--- src/verilog/psl_pkg.sv ---
// constants, field layout and lock states of the port set/clear and lock block
// assumes an apb4 master with byte strobes and a single 10 MHz clock
// Overview of operation
// - a 1 in a bit of the low set field of the set/clear register sets that output latch bit.
// - a 1 in a bit of the clear field [23:16] of the set/clear register clears that latch bit.
// - when one write asks to set and to clear the same bit, the bit is set.
// - a 1 in the low eight bits of the clear-only register clears that latch bit.
// - the lock key bit can always be read and shows 1 only while the lock is in effect.
// - the lock is armed by writing key 1, 0, 1 and then one read, which returns 0; reads after that return 1.
// - any step out of order or with a wrong value leaves the lock inactive.
// - once locked, the protected pin configuration cannot change until the next reset.
// - a per-pin lock bit at 1 protects that pin's fields in the configuration registers.
// - the per-pin lock bits are writable only while the key is inactive and then hold.
// - in output modes with cnf 00 each latch bit drives its pin, so writes change pins directly; cnf 01 drives only zeros, cnf 1x leaves the pin undriven.
package psl_pkg;
    localparam int unsigned PINS = 8;
    localparam int unsigned DATA_W = 32;
    localparam int unsigned ADDR_W = 12;
    localparam int unsigned STRB_W = 4;
    localparam int unsigned LANE_W = 8;
    localparam int unsigned NIB_W = 4;
    // register byte offsets
    localparam logic [11:0] OFS_CFG_LOW = 12'h000;
    localparam logic [11:0] OFS_CFG_HIGH = 12'h004;
    localparam logic [11:0] OFS_INPUT = 12'h008;
    localparam logic [11:0] OFS_OUTPUT = 12'h00C;
    localparam logic [11:0] OFS_SET_CLEAR = 12'h010;
    localparam logic [11:0] OFS_CLEAR_ONLY = 12'h014;
    localparam logic [11:0] OFS_LOCK = 12'h018;
    // reset values
    localparam logic [31:0] RST_CFG_LOW = 32'h44444444;
    localparam logic [7:0] RST_LATCH = 8'h00;
    localparam logic [7:0] RST_LOCK_BITS = 8'h00;
    localparam logic [31:0] ZERO_WORD = 32'h00000000;
    // byte lanes and bit positions
    localparam int unsigned SET_LANE = 0;
    localparam int unsigned KEY_LANE = 1;
    localparam int unsigned CLR_LANE = 2;
    localparam int unsigned LOCK_LANE = 0;
    localparam int unsigned SET_LSB = 0;
    localparam int unsigned CLR_LSB = 16;
    localparam int unsigned KEY_BIT = 8;
    localparam int unsigned LOCK_LSB = 0;
    // configuration nibble: mode [1:0], cnf [3:2]
    localparam int unsigned MODE_LSB = 0;
    localparam int unsigned CNF_OD_BIT = 2;
    localparam int unsigned CNF_ALT_BIT = 3;
    localparam logic [1:0] MODE_INPUT = 2'h0;
    typedef enum logic [2:0] {
        LK_IDLE,
        LK_WROTE1,
        LK_WROTE0,
        LK_WROTE1B,
        LK_ACTIVE
    } psl_lock_state_t;
endpackage

--- src/verilog/psl_port_ctrl.sv ---
// apb slave for an 8-pin port: config, input, output latch, set/clear, clear-only, lock
// assumes synchronous inputs on mclk_in, a zero-wait-capable apb4 master, pins resolved outside
//
// The APB register port was chosen for this implementation.
`timescale 1ns/10ps
module psl_port_ctrl (
    // clock and reset
    input wire logic mclk_in,
    input wire logic srst_in,
    // apb slave
    input wire logic psel_in,
    input wire logic penable_in,
    input wire logic pwrite_in,
    input wire logic [11:0] paddr_in,
    input wire logic [31:0] pwdata_in,
    input wire logic [3:0] pstrb_in,
    output logic [31:0] prdata_out,
    output logic pready_out,
    output logic pslverr_out,
    // pins
    input wire logic [7:0] pin_in,
    output logic [7:0] pin_out,
    output logic [7:0] pin_oe_out,
    // port state towards the rest of the port
    output logic [7:0] output_latch_out,
    output logic [31:0] pin_config_low_out,
    output logic [7:0] pin_lock_bits_out,
    output logic lock_active_out
);

    // merge write data into a word, byte lane by byte lane
    function automatic logic [31:0] psl_merge(
        input logic [31:0] old_val,
        input logic [31:0] new_val,
        input logic [3:0] strb
    );
        logic [31:0] res;
        res = old_val;
        for (int i = 0; i < psl_pkg::STRB_W; i++) begin
            if (strb[i]) begin
                res[i*psl_pkg::LANE_W +: psl_pkg::LANE_W] =
                    new_val[i*psl_pkg::LANE_W +: psl_pkg::LANE_W];
            end
        end
        return res;
    endfunction

    // one byte lane of the write data, zero when its strobe is low
    function automatic logic [7:0] psl_lane(
        input logic [31:0] data,
        input logic [3:0] strb,
        input int unsigned lane
    );
        logic [7:0] res;
        res = strb[lane] ? data[lane*psl_pkg::LANE_W +: psl_pkg::LANE_W] : 8'h00;
        return res;
    endfunction

    // address decode
    function automatic logic psl_mapped(input logic [11:0] addr);
        logic hit;
        hit = (addr == psl_pkg::OFS_CFG_LOW) || (addr == psl_pkg::OFS_CFG_HIGH) ||
              (addr == psl_pkg::OFS_INPUT) || (addr == psl_pkg::OFS_OUTPUT) ||
              (addr == psl_pkg::OFS_SET_CLEAR) || (addr == psl_pkg::OFS_CLEAR_ONLY) ||
              (addr == psl_pkg::OFS_LOCK);
        return hit;
    endfunction

    // registers
    logic [31:0] prdata_q;
    logic [31:0] prdata_d;
    logic pready_q;
    logic pslverr_q;
    logic [7:0] latch_q;
    logic [7:0] latch_d;
    logic [31:0] cfg_q;
    logic [31:0] cfg_d;
    logic [7:0] lock_bits_q;
    logic [7:0] lock_bits_d;
    logic [7:0] input_q;
    logic [7:0] pin_q;
    logic [7:0] pin_oe_q;
    logic [7:0] pin_d;
    logic [7:0] pin_oe_d;
    psl_pkg::psl_lock_state_t lock_state_q;
    psl_pkg::psl_lock_state_t lock_state_d;
    logic lock_active_q;

    // access strobes
    logic setup_phase;
    logic access_done;
    logic wr_done;
    logic rd_done;
    logic addr_ok;
    logic wr_cfg_low;
    logic wr_output;
    logic wr_set_clear;
    logic wr_clear_only;
    logic wr_lock;
    logic rd_lock;
    logic [7:0] set_bits;
    logic [7:0] clear_bits;
    logic [7:0] pin_lock_new;
    logic key_new;
    logic [31:0] cfg_protect;

    assign setup_phase = psel_in && !penable_in;
    assign access_done = psel_in && penable_in && pready_q;
    assign addr_ok = psl_mapped(paddr_in);
    assign wr_done = access_done && pwrite_in && addr_ok;
    assign rd_done = access_done && !pwrite_in && addr_ok;
    assign wr_cfg_low = wr_done && (paddr_in == psl_pkg::OFS_CFG_LOW);
    assign wr_output = wr_done && (paddr_in == psl_pkg::OFS_OUTPUT);
    assign wr_set_clear = wr_done && (paddr_in == psl_pkg::OFS_SET_CLEAR);
    assign wr_clear_only = wr_done && (paddr_in == psl_pkg::OFS_CLEAR_ONLY);
    assign wr_lock = wr_done && (paddr_in == psl_pkg::OFS_LOCK);
    assign rd_lock = rd_done && (paddr_in == psl_pkg::OFS_LOCK);

    // ready one cycle after setup, error flag for unmapped addresses
    always_ff @(posedge mclk_in) begin
        if (srst_in) begin
            pready_q <= 1'b0;
            pslverr_q <= 1'b0;
        end else begin
            pready_q <= setup_phase;
            pslverr_q <= setup_phase && !addr_ok;
        end
    end

    // write data fields for the set, clear and lock registers
    always_comb begin
        set_bits = 8'h00;
        clear_bits = 8'h00;
        if (wr_set_clear) begin
            set_bits = psl_lane(pwdata_in, pstrb_in, psl_pkg::SET_LANE);
            clear_bits = psl_lane(pwdata_in, pstrb_in, psl_pkg::CLR_LANE);
        end else if (wr_clear_only) begin
            clear_bits = psl_lane(pwdata_in, pstrb_in, psl_pkg::SET_LANE);
        end
        pin_lock_new = pstrb_in[psl_pkg::LOCK_LANE] ?
            pwdata_in[psl_pkg::LOCK_LSB +: psl_pkg::PINS] : lock_bits_q;
        key_new = pstrb_in[psl_pkg::KEY_LANE] && pwdata_in[psl_pkg::KEY_BIT];
    end

    // output latch: direct writes, or set and clear with set winning
    always_comb begin
        latch_d = latch_q;
        if (wr_output) begin
            latch_d = psl_lane(pwdata_in, pstrb_in, psl_pkg::SET_LANE) |
                      (pstrb_in[psl_pkg::SET_LANE] ? 8'h00 : latch_q);
        end else begin
            latch_d = (latch_q & ~clear_bits) | set_bits;
        end
    end

    always_ff @(posedge mclk_in) begin
        if (srst_in) begin
            latch_q <= psl_pkg::RST_LATCH;
        end else begin
            latch_q <= latch_d;
        end
    end

    // lock key sequence
    always_comb begin
        lock_state_d = lock_state_q;
        lock_bits_d = lock_bits_q;
        unique case (lock_state_q)
            psl_pkg::LK_IDLE: begin
                if (wr_lock) begin
                    lock_bits_d = pin_lock_new;
                    lock_state_d = key_new ? psl_pkg::LK_WROTE1 : psl_pkg::LK_IDLE;
                end
            end
            psl_pkg::LK_WROTE1: begin
                if (wr_lock) begin
                    if (!key_new && pin_lock_new == lock_bits_q) begin
                        lock_state_d = psl_pkg::LK_WROTE0;
                    end else begin
                        lock_bits_d = pin_lock_new;
                        lock_state_d = key_new ? psl_pkg::LK_WROTE1 : psl_pkg::LK_IDLE;
                    end
                end else if (rd_lock) begin
                    lock_state_d = psl_pkg::LK_IDLE;
                end
            end
            psl_pkg::LK_WROTE0: begin
                if (wr_lock) begin
                    if (key_new && pin_lock_new == lock_bits_q) begin
                        lock_state_d = psl_pkg::LK_WROTE1B;
                    end else begin
                        lock_bits_d = pin_lock_new;
                        lock_state_d = key_new ? psl_pkg::LK_WROTE1 : psl_pkg::LK_IDLE;
                    end
                end else if (rd_lock) begin
                    lock_state_d = psl_pkg::LK_IDLE;
                end
            end
            psl_pkg::LK_WROTE1B: begin
                if (wr_lock) begin
                    lock_bits_d = pin_lock_new;
                    lock_state_d = key_new ? psl_pkg::LK_WROTE1 : psl_pkg::LK_IDLE;
                end else if (rd_lock) begin
                    lock_state_d = psl_pkg::LK_ACTIVE;
                end
            end
            psl_pkg::LK_ACTIVE: begin
                lock_state_d = psl_pkg::LK_ACTIVE;
            end
            default: begin
                lock_state_d = psl_pkg::LK_IDLE;
            end
        endcase
    end

    always_ff @(posedge mclk_in) begin
        if (srst_in) begin
            lock_state_q <= psl_pkg::LK_IDLE;
            lock_bits_q <= psl_pkg::RST_LOCK_BITS;
        end else begin
            lock_state_q <= lock_state_d;
            lock_bits_q <= lock_bits_d;
        end
    end

    // lock flag registered alongside the state for the output port
    always_ff @(posedge mclk_in) begin
        if (srst_in) begin
            lock_active_q <= 1'b0;
        end else begin
            lock_active_q <= (lock_state_d == psl_pkg::LK_ACTIVE);
        end
    end

    // per-pin protection mask over the configuration nibbles
    generate
        for (genvar g = 0; g < psl_pkg::PINS; g++) begin : g_protect
            assign cfg_protect[g*psl_pkg::NIB_W +: psl_pkg::NIB_W] =
                {psl_pkg::NIB_W{(lock_state_q == psl_pkg::LK_ACTIVE) && lock_bits_q[g]}};
        end
    endgenerate

    // configuration register, locked nibbles keep their value
    always_comb begin
        cfg_d = cfg_q;
        if (wr_cfg_low) begin
            cfg_d = (psl_merge(cfg_q, pwdata_in, pstrb_in) & ~cfg_protect) |
                    (cfg_q & cfg_protect);
        end
    end

    always_ff @(posedge mclk_in) begin
        if (srst_in) begin
            cfg_q <= psl_pkg::RST_CFG_LOW;
        end else begin
            cfg_q <= cfg_d;
        end
    end

    // input sampling
    always_ff @(posedge mclk_in) begin
        if (srst_in) begin
            input_q <= 8'h00;
        end else begin
            input_q <= pin_in;
        end
    end

    // pin drive from the next latch and configuration values
    generate
        for (genvar p = 0; p < psl_pkg::PINS; p++) begin : g_pin
            logic [3:0] nib;
            logic out_mode;
            assign nib = cfg_d[p*psl_pkg::NIB_W +: psl_pkg::NIB_W];
            assign out_mode = (nib[psl_pkg::MODE_LSB +: 2] != psl_pkg::MODE_INPUT) &&
                              !nib[psl_pkg::CNF_ALT_BIT];
            always_comb begin
                if (!out_mode) begin
                    pin_d[p] = 1'b0;
                    pin_oe_d[p] = 1'b0;
                end else if (nib[psl_pkg::CNF_OD_BIT]) begin
                    pin_d[p] = 1'b0;
                    pin_oe_d[p] = !latch_d[p];
                end else begin
                    pin_d[p] = latch_d[p];
                    pin_oe_d[p] = 1'b1;
                end
            end
        end
    endgenerate

    always_ff @(posedge mclk_in) begin
        if (srst_in) begin
            pin_q <= 8'h00;
            pin_oe_q <= 8'h00;
        end else begin
            pin_q <= pin_d;
            pin_oe_q <= pin_oe_d;
        end
    end

    // read data captured in the setup cycle
    always_comb begin
        prdata_d = psl_pkg::ZERO_WORD;
        unique case (paddr_in)
            psl_pkg::OFS_CFG_LOW: begin
                prdata_d = cfg_q;
            end
            psl_pkg::OFS_INPUT: begin
                prdata_d[psl_pkg::SET_LSB +: psl_pkg::PINS] = input_q;
            end
            psl_pkg::OFS_OUTPUT: begin
                prdata_d[psl_pkg::SET_LSB +: psl_pkg::PINS] = latch_q;
            end
            psl_pkg::OFS_LOCK: begin
                prdata_d[psl_pkg::LOCK_LSB +: psl_pkg::PINS] = lock_bits_q;
                prdata_d[psl_pkg::KEY_BIT] = (lock_state_q == psl_pkg::LK_ACTIVE);
            end
            default: begin
                prdata_d = psl_pkg::ZERO_WORD;
            end
        endcase
    end

    always_ff @(posedge mclk_in) begin
        if (srst_in) begin
            prdata_q <= psl_pkg::ZERO_WORD;
        end else if (setup_phase && !pwrite_in) begin
            prdata_q <= prdata_d;
        end
    end

    // outputs
    assign prdata_out = prdata_q;
    assign pready_out = pready_q;
    assign pslverr_out = pslverr_q;
    assign pin_out = pin_q;
    assign pin_oe_out = pin_oe_q;
    assign output_latch_out = latch_q;
    assign pin_config_low_out = cfg_q;
    assign pin_lock_bits_out = lock_bits_q;
    assign lock_active_out = lock_active_q;

endmodule

--- config.mk ---
export PLATFORM = sky130hd
export DESIGN_NAME = psl_port_ctrl
export DESIGN_NICKNAME = d
export VERILOG_FILES = /design/src/verilog/psl_pkg.sv /design/src/verilog/psl_port_ctrl.sv
export SDC_FILE = /design/constraint.sdc
export NUM_CORES = 1
export LEC_CHECK = 0
export ABC_AREA = 1
export BUFFER_PORTS_ARGS = -buffer_cell sky130_fd_sc_hd__buf_2
export CORE_MARGIN = 8
export CORE_UTILIZATION = 50
export CTS_CLUSTER_DIAMETER = 100
export DETAILED_ROUTE_END_ITERATION = 10
export MAX_ROUTING_LAYER = met4
export PLACE_DENSITY = 0.85
export SYNTH_ARGS = -nofsm -noshare
export SYNTH_HDL_FRONTEND = slang
export SYNTH_SLANG_ARGS = --single-unit
export TNS_END_PERCENT = 30
--- constraint.sdc ---
create_clock -name mclk_in -period 2.35 [get_ports mclk_in]
set_clock_uncertainty 0.15 [all_clocks]
set_input_delay 0.235 -clock mclk_in [delete_from_list [all_inputs] [get_ports mclk_in]]
set_output_delay 0.235 -clock mclk_in [all_outputs]
set_load 0.005 [all_outputs]
### Word-level counts from Yosys, hierarchy flattened

Index checks and enable logic that the tools add are counted.

* register bits after elaboration: 110
* bits in latches: 0
* bits in writable memories: 0
* bits in read-only memories: 0
* input bits: 61
* output and inout bits: 99
* word-level logic and storage cells: 191
* memories: 0

* $add $sub $neg: 0
* $mul: 0
* divide/modulo/power cells: 0
* $lt $le $gt $ge: 0
* eq/ne operators: 17
* shifts and indexed selects: 0
* multiplexer cells: 44
* bitwise operators: 16
* reductions and logical operators: 89

Operators by type and width (count)
* $mux W8: 21
* $and A32 B32 Y32: 2
* $eq A12 B5 Y1 const B: 3
* $logic_and A1 B1 Y1: 34
* $mux W32: 1
* $not A32 Y32: 1
* $or A32 B32 Y32: 1
* $pmux W8 S4: 1
* $eq A12 B4 Y1 const B: 2
* $pmux W8 S3: 1
* $reduce_or A3 Y1: 8
* $mux W23: 1
* $logic_not A1 Y1: 20
* $mux W3: 6
* $reduce_or A2 Y1: 9
* $or A8 B8 Y8: 2
* $reduce_bool A2 Y1: 8
* $pmux W3 S5: 1
* $eq A12 B3 Y1 const B: 1
* $logic_not A12 Y1: 1
* $mux W1: 9
* $and A8 B8 Y8: 1
* $eq A8 B8 Y1: 1
* $ne A2 B2 Y1 const B: 4
* other kinds (12): 27

### Longest topological paths before layout

Gate-level depths: netlist of the first run.

* word-level depth: 17
* mapped depth: 17
* mapped depth without buffers: 16

### Least setup slack after synthesis of the first run

No wires, ideal clock.

* kind: reg-to-reg
* start point: reg pready_q (netlist: pready_out)
* end point: reg latch_q[0] (netlist: output_latch_out[0])
* setup time: 128 ps
* arrival time: 1559 ps
* required time: 2072 ps
* slack: 514 ps
* cell stages (with the launch flop): 11
* path buffers: 1
* clock period less this slack: 1836 ps
* cell sequence: dfxtp_1 > nand3_1 > nor2_1 > buf_2 > nand2_1 > nor2_2 > nand2_1 > nand3_1 > nand2_1 > nand2_1 > nor2_1

* word-level cells in the longest chain between the ends: 10
* elaborated cells on any way between the ends: 13
* classes of those cells: 4 x mux; 3 x bitwise; 6 x reduce/logical

Ends and longest elaborated chain
* start, declared: line psl_port_ctrl.sv:72 `logic pready_q;`
* start signal, assigned: line psl_port_ctrl.sv:125 `pready_q <= setup_phase;`
* $logic_and A1 B1 Y1 (*): line psl_port_ctrl.sv:108 `assign access_done = psel_in && penable_in && pready_q;`
* $logic_and A1 B1 Y1 (*) (2 in a row): line psl_port_ctrl.sv:110 `assign wr_done = access_done && pwrite_in && addr_ok;`
* $logic_and A1 B1 Y1: line psl_port_ctrl.sv:115 `assign wr_clear_only = wr_done && (paddr_in == psl_pkg::OFS_CLEAR_ONLY);`
* $mux W8: line psl_port_ctrl.sv:137 `end else if (wr_clear_only) begin`
* $mux W8: line psl_port_ctrl.sv:134 `if (wr_set_clear) begin`
* $not A8 Y8: line psl_port_ctrl.sv:152 `latch_d = (latch_q & ~clear_bits) | set_bits;`
* $and A8 B8 Y8: line psl_port_ctrl.sv:152
* $or A8 B8 Y8: line psl_port_ctrl.sv:152
* $mux W8 (*): line psl_port_ctrl.sv:148 `if (wr_output) begin`
* end signal, assigned: line psl_port_ctrl.sv:158 `latch_q <= psl_pkg::RST_LATCH;`
* end signal, assigned: line psl_port_ctrl.sv:160 `latch_q <= latch_d;`
* end, declared: line psl_port_ctrl.sv:74 `logic [7:0] latch_q;`

Mark *: on every way between the ends. The rest lies on a longest branch, timed or not.
A chain may end at the register's enable or synchronous reset.

### Final worst setup path of the first run

* start point: reg lock_state_q[2]
* end point: reg pin_oe_q[1] (netlist: pin_oe_out[1])

* word-level cells in the longest chain between the ends: 10
* elaborated cells on any way between the ends: 13
* classes of those cells: 1 x eq/ne; 2 x mux; 5 x bitwise; 5 x reduce/logical

Ends and longest elaborated chain
* start, declared: line psl_port_ctrl.sv:85 `psl_pkg::psl_lock_state_t lock_state_q;`
* start signal, assigned: line psl_port_ctrl.sv:218 `lock_state_q <= psl_pkg::LK_IDLE;`
* start signal, assigned: line psl_port_ctrl.sv:221 `lock_state_q <= lock_state_d;`
* $eq A3 B3 Y1 (*): line psl_port_ctrl.sv:239 `{psl_pkg::NIB_W{(lock_state_q == psl_pkg::LK_ACTIVE) && lock_bits_q[g]}};`
* $logic_and A1 B1 Y1 (*): line psl_port_ctrl.sv:239
* $not A32 Y32: line psl_port_ctrl.sv:247 `cfg_d = (psl_merge(cfg_q, pwdata_in, pstrb_in) & ~cfg_protect) |`
* $and A32 B32 Y32: line psl_port_ctrl.sv:247
* $or A32 B32 Y32 (*): line psl_port_ctrl.sv:247
* $mux W32 (*): line psl_port_ctrl.sv:246 `if (wr_cfg_low) begin`
* $reduce_bool A2 Y1 or $logic_not A1 Y1 (tied branches): line psl_port_ctrl.sv:275, psl_port_ctrl.sv:276
* $logic_and A1 B1 Y1: line psl_port_ctrl.sv:275 `assign out_mode = (nib[psl_pkg::MODE_LSB +: 2] != psl_pkg::MODE_INPUT) &&`
* $not A1 Y1 (no line)
* $reduce_or A2 Y1 (no line)
* end signal, assigned: line psl_port_ctrl.sv:298 `pin_oe_q <= pin_oe_d;`
* end, declared: line psl_port_ctrl.sv:82 `logic [7:0] pin_oe_q;`

Marks and branches as above.

==> results_dict.tcl, run 1 <==
set metrics [dict create \
    grtUsageTotal_pct 24.6 \
    rsz0062_at_grt "no" \
    hold_path.class "input pin to flip-flop" \
    tightest_slew_ns 0.585 \
    arrival_ns 2.25 \
    vias 6575 \
    max_cap_violations 0 \
    startpoint_type "flip-flop" \
    vdd.ir_drop.worst_mv 0.603 \
    worstHoldEndpoint "prdata_out[1]" \
    post_drt_wl_per_cell_um 15.2 \
    grt_pass1_vias 6079 \
    highest_layer "met4" \
    row_count 40 \
    clock_latency_ns 0.35 \
    cts_resized 0 \
    synth-seq-cells 110 \
    grt_antenna_before_repair 0 \
    leakagePower_nw 3.66 \
    worst_hold_slack_ns 0.122 \
    cts-root-buf "clkbuf_16" \
    hpwl_um 14300 \
    rr_startpoint "lock_state_q[2]" \
    crit_buf_inv 3 \
    start_util_pct 50.5 \
    drt_pre_antenna_iters 5 \
    drt_iter0_drc 611 \
    critPathMaxFanout 9 \
    drcViolationCount 0 \
    critPathRequiredTime_ns 2.45 \
    die_x_um 125 \
    yosysWarnings 0 \
    finalHoldViolCount 0 \
    cts.sinks 110 \
    routed_wl_um 18900 \
    cts_tree "yes" \
    synth_cell_types 32 \
    reg2reg_setup_slack_ns 0.21 \
    antenna_left 0 \
    total_power_mw 3.71 \
    fin_nets 1155 \
    status "complete, no violations" \
    clock_path_buffers 2 \
    routabilityCongestion 0.937 \
    slew_violations 0 \
    worst-r2r-cell-count 9 \
    path_delay_family "simple AND/OR/NAND/NOR gates" \
    seq_area_frac_synth_pct 36.8 \
    synth_nets 994 \
    die_height_um 125 \
    viasPerCell 5.28 \
    cts_max_level 3 \
    wl_met1_um 8130 \
    rr_endpoint "pin_oe_out[1]" \
    mostFrequentLayoutCells "nand2_1, buf_2, inv_1" \
    path_cells "inv_2 -> nor2_1 -> inv_2 -> nor2_1 -> o21ai_1 -> o21ai_1 -> a21oi_1 -> nand2_1 -> inv_1" \
    grt_pass1_wl_um 30600 \
    syn_inst 933 \
    crit_path_end_kind "flip-flop" \
    layout-drive-gt1-share_pct 22.9 \
    avgSynthCellArea_um2 6.42 \
    wl_met2_um 9000 \
    grt_start_max_net_pins 53 \
    crit_slowest_cell "dfxtp_1" \
    die_area_um2 15700 \
    max_freq_ghz 0.467 \
    powerDensity_nw_per_um2 505 \
    syn-cell-area_um2 5990 \
    syn_to_final_growth_pct 22.9 \
    hold_start "pwrite_in" \
    grt-ovfl-total 0 \
    clk_pin_slew_worst_paths_ns 0.07 \
    period_needed_ns 2.14 \
    port_buffers 159 \
    critPathKind "flip-flop to flip-flop" \
    final_common_cell "nand2_1" \
    fin_tns_setup_ns 0 \
    fin_crit_sh_pct 91.2 \
    setup_viol 0 \
    maxSlewHeadroom_pct 61.0 \
    holdPathStages 4 \
    cts_buffers 9 \
    core_area_um2 11900 \
    diodes 0 \
    slowest_delay_ns 0.45 \
    pin_count 160 \
    dr_wl_met3_um 1350 \
]
-- metal layers --
| metal | global-route usage (%) | vias up |
|---|---|---|
| li1 | - | 3312 |
| met1 | 29.9 | 2964 |
| met2 | 39.9 | 270 |
| met3 | 4.63 | 29 |
| met4 | 9.24 | 0 |
| met5 | - | - |
-- worst max path at each step --
stage,cells after the start,end,slack (ns),startpoint
detailed placement,15,pin_lock_bits_out[6],0.14,paddr_in[11]
CTS,9,pin_oe_out[1],0.24,lock_state_q[2]
global placement,15,pin_lock_bits_out[7],0.19,paddr_in[11]
finish,9,pin_oe_out[1],0.21,lock_state_q[2]
floorplan,10,output_latch_out[0],0.51,pready_out
global route,11,pin_oe_out[0],0.03,lock_state_q[0]
-- cells in the mapped netlist, drive strengths merged --
| cell type | instances | area (um2) |
|---|---|---|
| buf | 20 | 139 |
| nand3b | 8 | 60.1 |
| dfxtp | 110 | 2200 |
| nand2 | 259 | 1010 |
| o21ai | 107 | 539 |
| o21bai | 1 | 7.51 |
| nand3 | 45 | 250 |
| nand4 | 23 | 159 |
| a21oi | 82 | 440 |
| clkbuf | 19 | 71.3 |
| o22ai | 12 | 75.1 |
| nor2 | 88 | 384 |
| o211ai | 10 | 75.1 |
| nor3 | 6 | 40.0 |
| inv | 143 | 537 |
-- worst register-to-register path, cell delays in order, from the launching register on --
cell	delay [ns]
dfxtp_1	0.45
inv_2	0.09
nor2_1	0.16
inv_2	0.12
nor2_1	0.44
o21ai_1	0.11
o21ai_1	0.29
a21oi_1	0.12
nand2_1	0.08
inv_1	0.04
-- power breakdown --
| group | internal (mW) | leakage (nW) | switching (mW) |
|---|---|---|---|
| clock network | 0.778 | 0.136 | 0.705 |
| logic | 0.133 | 2.64 | 0.198 |
| registers | 1.89 | 0.891 | 0.0103 |
| total | 2.80 | 3.66 | 0.913 |
-- area by class of cell --
class / instances / area (um2)
clock buffer: 11 / 253
clock inverter: 4 / 31.3
fill: 1122 / 4500
inverter: 143 / 537
multi-input combinational: 641 / 3050
sequential: 110 / 2200
tap: 147 / 184
timing repair buffer: 189 / 1100
-- flip-flops by register name, summed over array words and instances (netlist names) --
register	count
input_q	8
prdata_out	32
pin_out	8
lock_state_q	3
pslverr_out	1
output_latch_out	8
pready_out	1
lock_active_out	1
pin_config_low_out	32
pin_oe_out	8
pin_lock_bits_out	8
-- logic make-up after synthesis --
group | count (synthesis) | share of synthesized area, %
flip-flops | 110 | 36.8
buffers and inverters | 182 | 12.5
AO/OA/AOI/OAI | 212 | 19.0
AND/OR/NAND/NOR | 429 | 31.8
-- stage by stage --
step	util (%)	instance area, um2	std cells	setup WS [ns]
after global placement	59.0	6990	1222	0.194
after floorplan	-	5990	933	0.514
after global routing	62.0	7360	1245	0.0261
after CTS	62.0	7360	1245	0.242
final	62.0	7360	1245	0.207
after detailed placement	59.0	6990	1222	0.136
-- what timing repair did --
item,CTS,global route
buffers inserted,0,0
endpoints found under the setup margin,0,0
hold endpoints to repair,8,0
hold buffers,8,0
Power figures use the tool's default switching activity.
==> run 2, diff against run 1 <==
- PLACE_DENSITY: 0.85 -> 0.76
==> results_dict.tcl, run 2 (same netlist as run 1, synthesis figures left out) <==
set metrics [dict create \
    status "complete, no violations" \
    cts_tree "yes" \
    path_cells "nor2_1 -> inv_1 -> nor2_1 -> inv_2 -> nor2_1 -> o21ai_0 -> o21ai_1 -> nand2_1 -> nand3b_1 -> nor2_1" \
    fin_crit_sh_pct 87.8 \
    finalHoldViolCount 0 \
    vdd.ir_drop.worst_mv 0.482 \
    layout-drive-gt1-share_pct 22.7 \
    grt_antenna_before_repair 0 \
    grt_pass1_vias 5924 \
    combPwrFrac_pct 8.7 \
    cts_max_level 3 \
    hold_path.class "input pin to flip-flop" \
    antenna_left 0 \
    cts.sinks 110 \
    switchingPower_uw 915 \
    arrival_ns 2.16 \
    cts_resized 0 \
    drt_pre_antenna_iters 5 \
    final_common_cell "nand2_1" \
    maxSlewHeadroom_pct 68.4 \
    fin_tns_setup_ns 0 \
    period_needed_ns 2.06 \
    clock_path_buffers 2 \
    cts-root-buf "clkbuf_16" \
    leakagePower_nw 3.65 \
    routed_wl_um 19000 \
    max_cap_violations 0 \
    max_freq_ghz 0.485 \
    start_util_pct 50.5 \
    syn_to_final_growth_pct 22.2 \
    hpwl_um 14300 \
    crit_path_end_kind "flip-flop" \
    critPathMaxFanout 9 \
    path_delay_family "simple AND/OR/NAND/NOR gates" \
    startpoint_type "flip-flop" \
    grt_start_max_net_pins 50 \
    clock_latency_ns 0.35 \
    vias 6472 \
    die_x_um 125 \
    slowest_delay_ns 0.38 \
    rr_startpoint "lock_state_q[1]" \
    clk_pin_slew_worst_paths_ns 0.07 \
    drcViolationCount 0 \
    post_drt_wl_per_cell_um 15.2 \
    viasPerCell 5.20 \
    core_area_um2 11900 \
    diodes 0 \
    cts_buffers 9 \
    grt-ovfl-total 0 \
    setup_viol 0 \
    swShare_pct 24.3 \
    die_area_um2 15700 \
    tightest_slew_ns 0.473 \
    postCtsSetupBuffers 0 \
    die_height_um 125 \
    drt_iter0_drc 416 \
    powerDensity_nw_per_um2 514 \
    crit_top_cell "nor2_1" \
    grtUsageTotal_pct 24.3 \
    critPathKind "flip-flop to flip-flop" \
    stdcell_count 1244 \
    hold_start "srst_in" \
    p_int_mw 2.85 \
    ctsHoldBuffers 8 \
    routabilityCongestion 1.01 \
    slew_violations 0 \
    critPathRequiredTime_ns 2.45 \
    fin_nets 1154 \
    row_count 40 \
    dp.cells 1221 \
    crit_slowest_cell "nor2_1" \
    mostFrequentLayoutCells "nand2_1, buf_2, inv_1" \
    port_buffers 159 \
    crit_buf_inv 2 \
    crit_start "lock_state_q[1]" \
    rsz0062_at_grt "no" \
    p_clk_share_pct 40.8 \
    p_seq_share_pct 50.5 \
    grt_pass1_wl_um 30200 \
    pin_count 160 \
]
## run 2: cell types whose count changed in the layout (fill, tap and decap cells not counted), moves of 2 or more
cell,before,now
buf_12,5,2
buf_4,17,19
clkbuf_8,2,0
clkinvlp_4,2,0
## run 2: path summary, 6_finish.rpt
kind | endpoint | slack [ns] | cells past startpoint
max reg2reg | pin_out[5] | 0.29 | 10
min reg2reg | prdata_out[3] | 0.32 | 2
max | pin_out[5] | 0.29 | 10
min | output_latch_out[1] | 0.05 | 2
## run 2: routing by layer
layer  track usage, %  vias to the layer above  wire length, um
met5                -                        -                0
met3             5.23                       41             1230
met4             11.7                        0              581
met2             38.2                      222             8740
met1             29.2                     2909             8410
li1                 -                     3300                -
## run 2: worst register-to-register path: cells and delay by family, from the launching register on
family / cells / cell delay [ns]
AO/OA/AOI/OAI: 2 / 0.39
buffers and inverters: 2 / 0.20
flip-flops: 1 / 0.34
AND/OR/NAND/NOR: 6 / 0.88
## run 2: cell type report
| type | count | area, um2 |
|---|---|---|
| clock buffer | 10 | 229 |
| clock inverter | 5 | 60.1 |
| fill | 1160 | 4540 |
| inverter | 143 | 537 |
| multi-input combinational | 641 | 3050 |
| sequential | 110 | 2200 |
| tap | 147 | 184 |
| timing repair buffer | 188 | 1060 |
## run 2: power groups by stage
stage / combinational, mW / clock (mW) / sequential [mW]
after global placement: 0.309 / 0 / 1.94
after CTS: 0.323 / 1.55 / 1.90
final: 0.326 / 1.54 / 1.90
after detailed placement: 0.311 / 0 / 1.94
after global routing: 0.362 / 1.61 / 1.90
after floorplan: 0.175 / 0 / 1.95
## run 2: stage by stage
stage | hold slack (ns) | cell area, um2 | total power, mW | util (%) | setup slack, ns
2_1_floorplan | 0.192 | 5990 | 2.12 | - | 0.514
3_3_place_gp | 0.287 | 6950 | 2.25 | 58.6 | 0.112
6_report | 0.0460 | 7320 | 3.76 | 61.7 | 0.286
4_1_cts | 0.0193 | 7320 | 3.77 | 61.7 | 0.317
5_1_grt | 0.0369 | 7320 | 3.88 | 61.7 | 0.0748
3_5_place_dp | 0.292 | 6950 | 2.26 | 58.6 | 0.0674
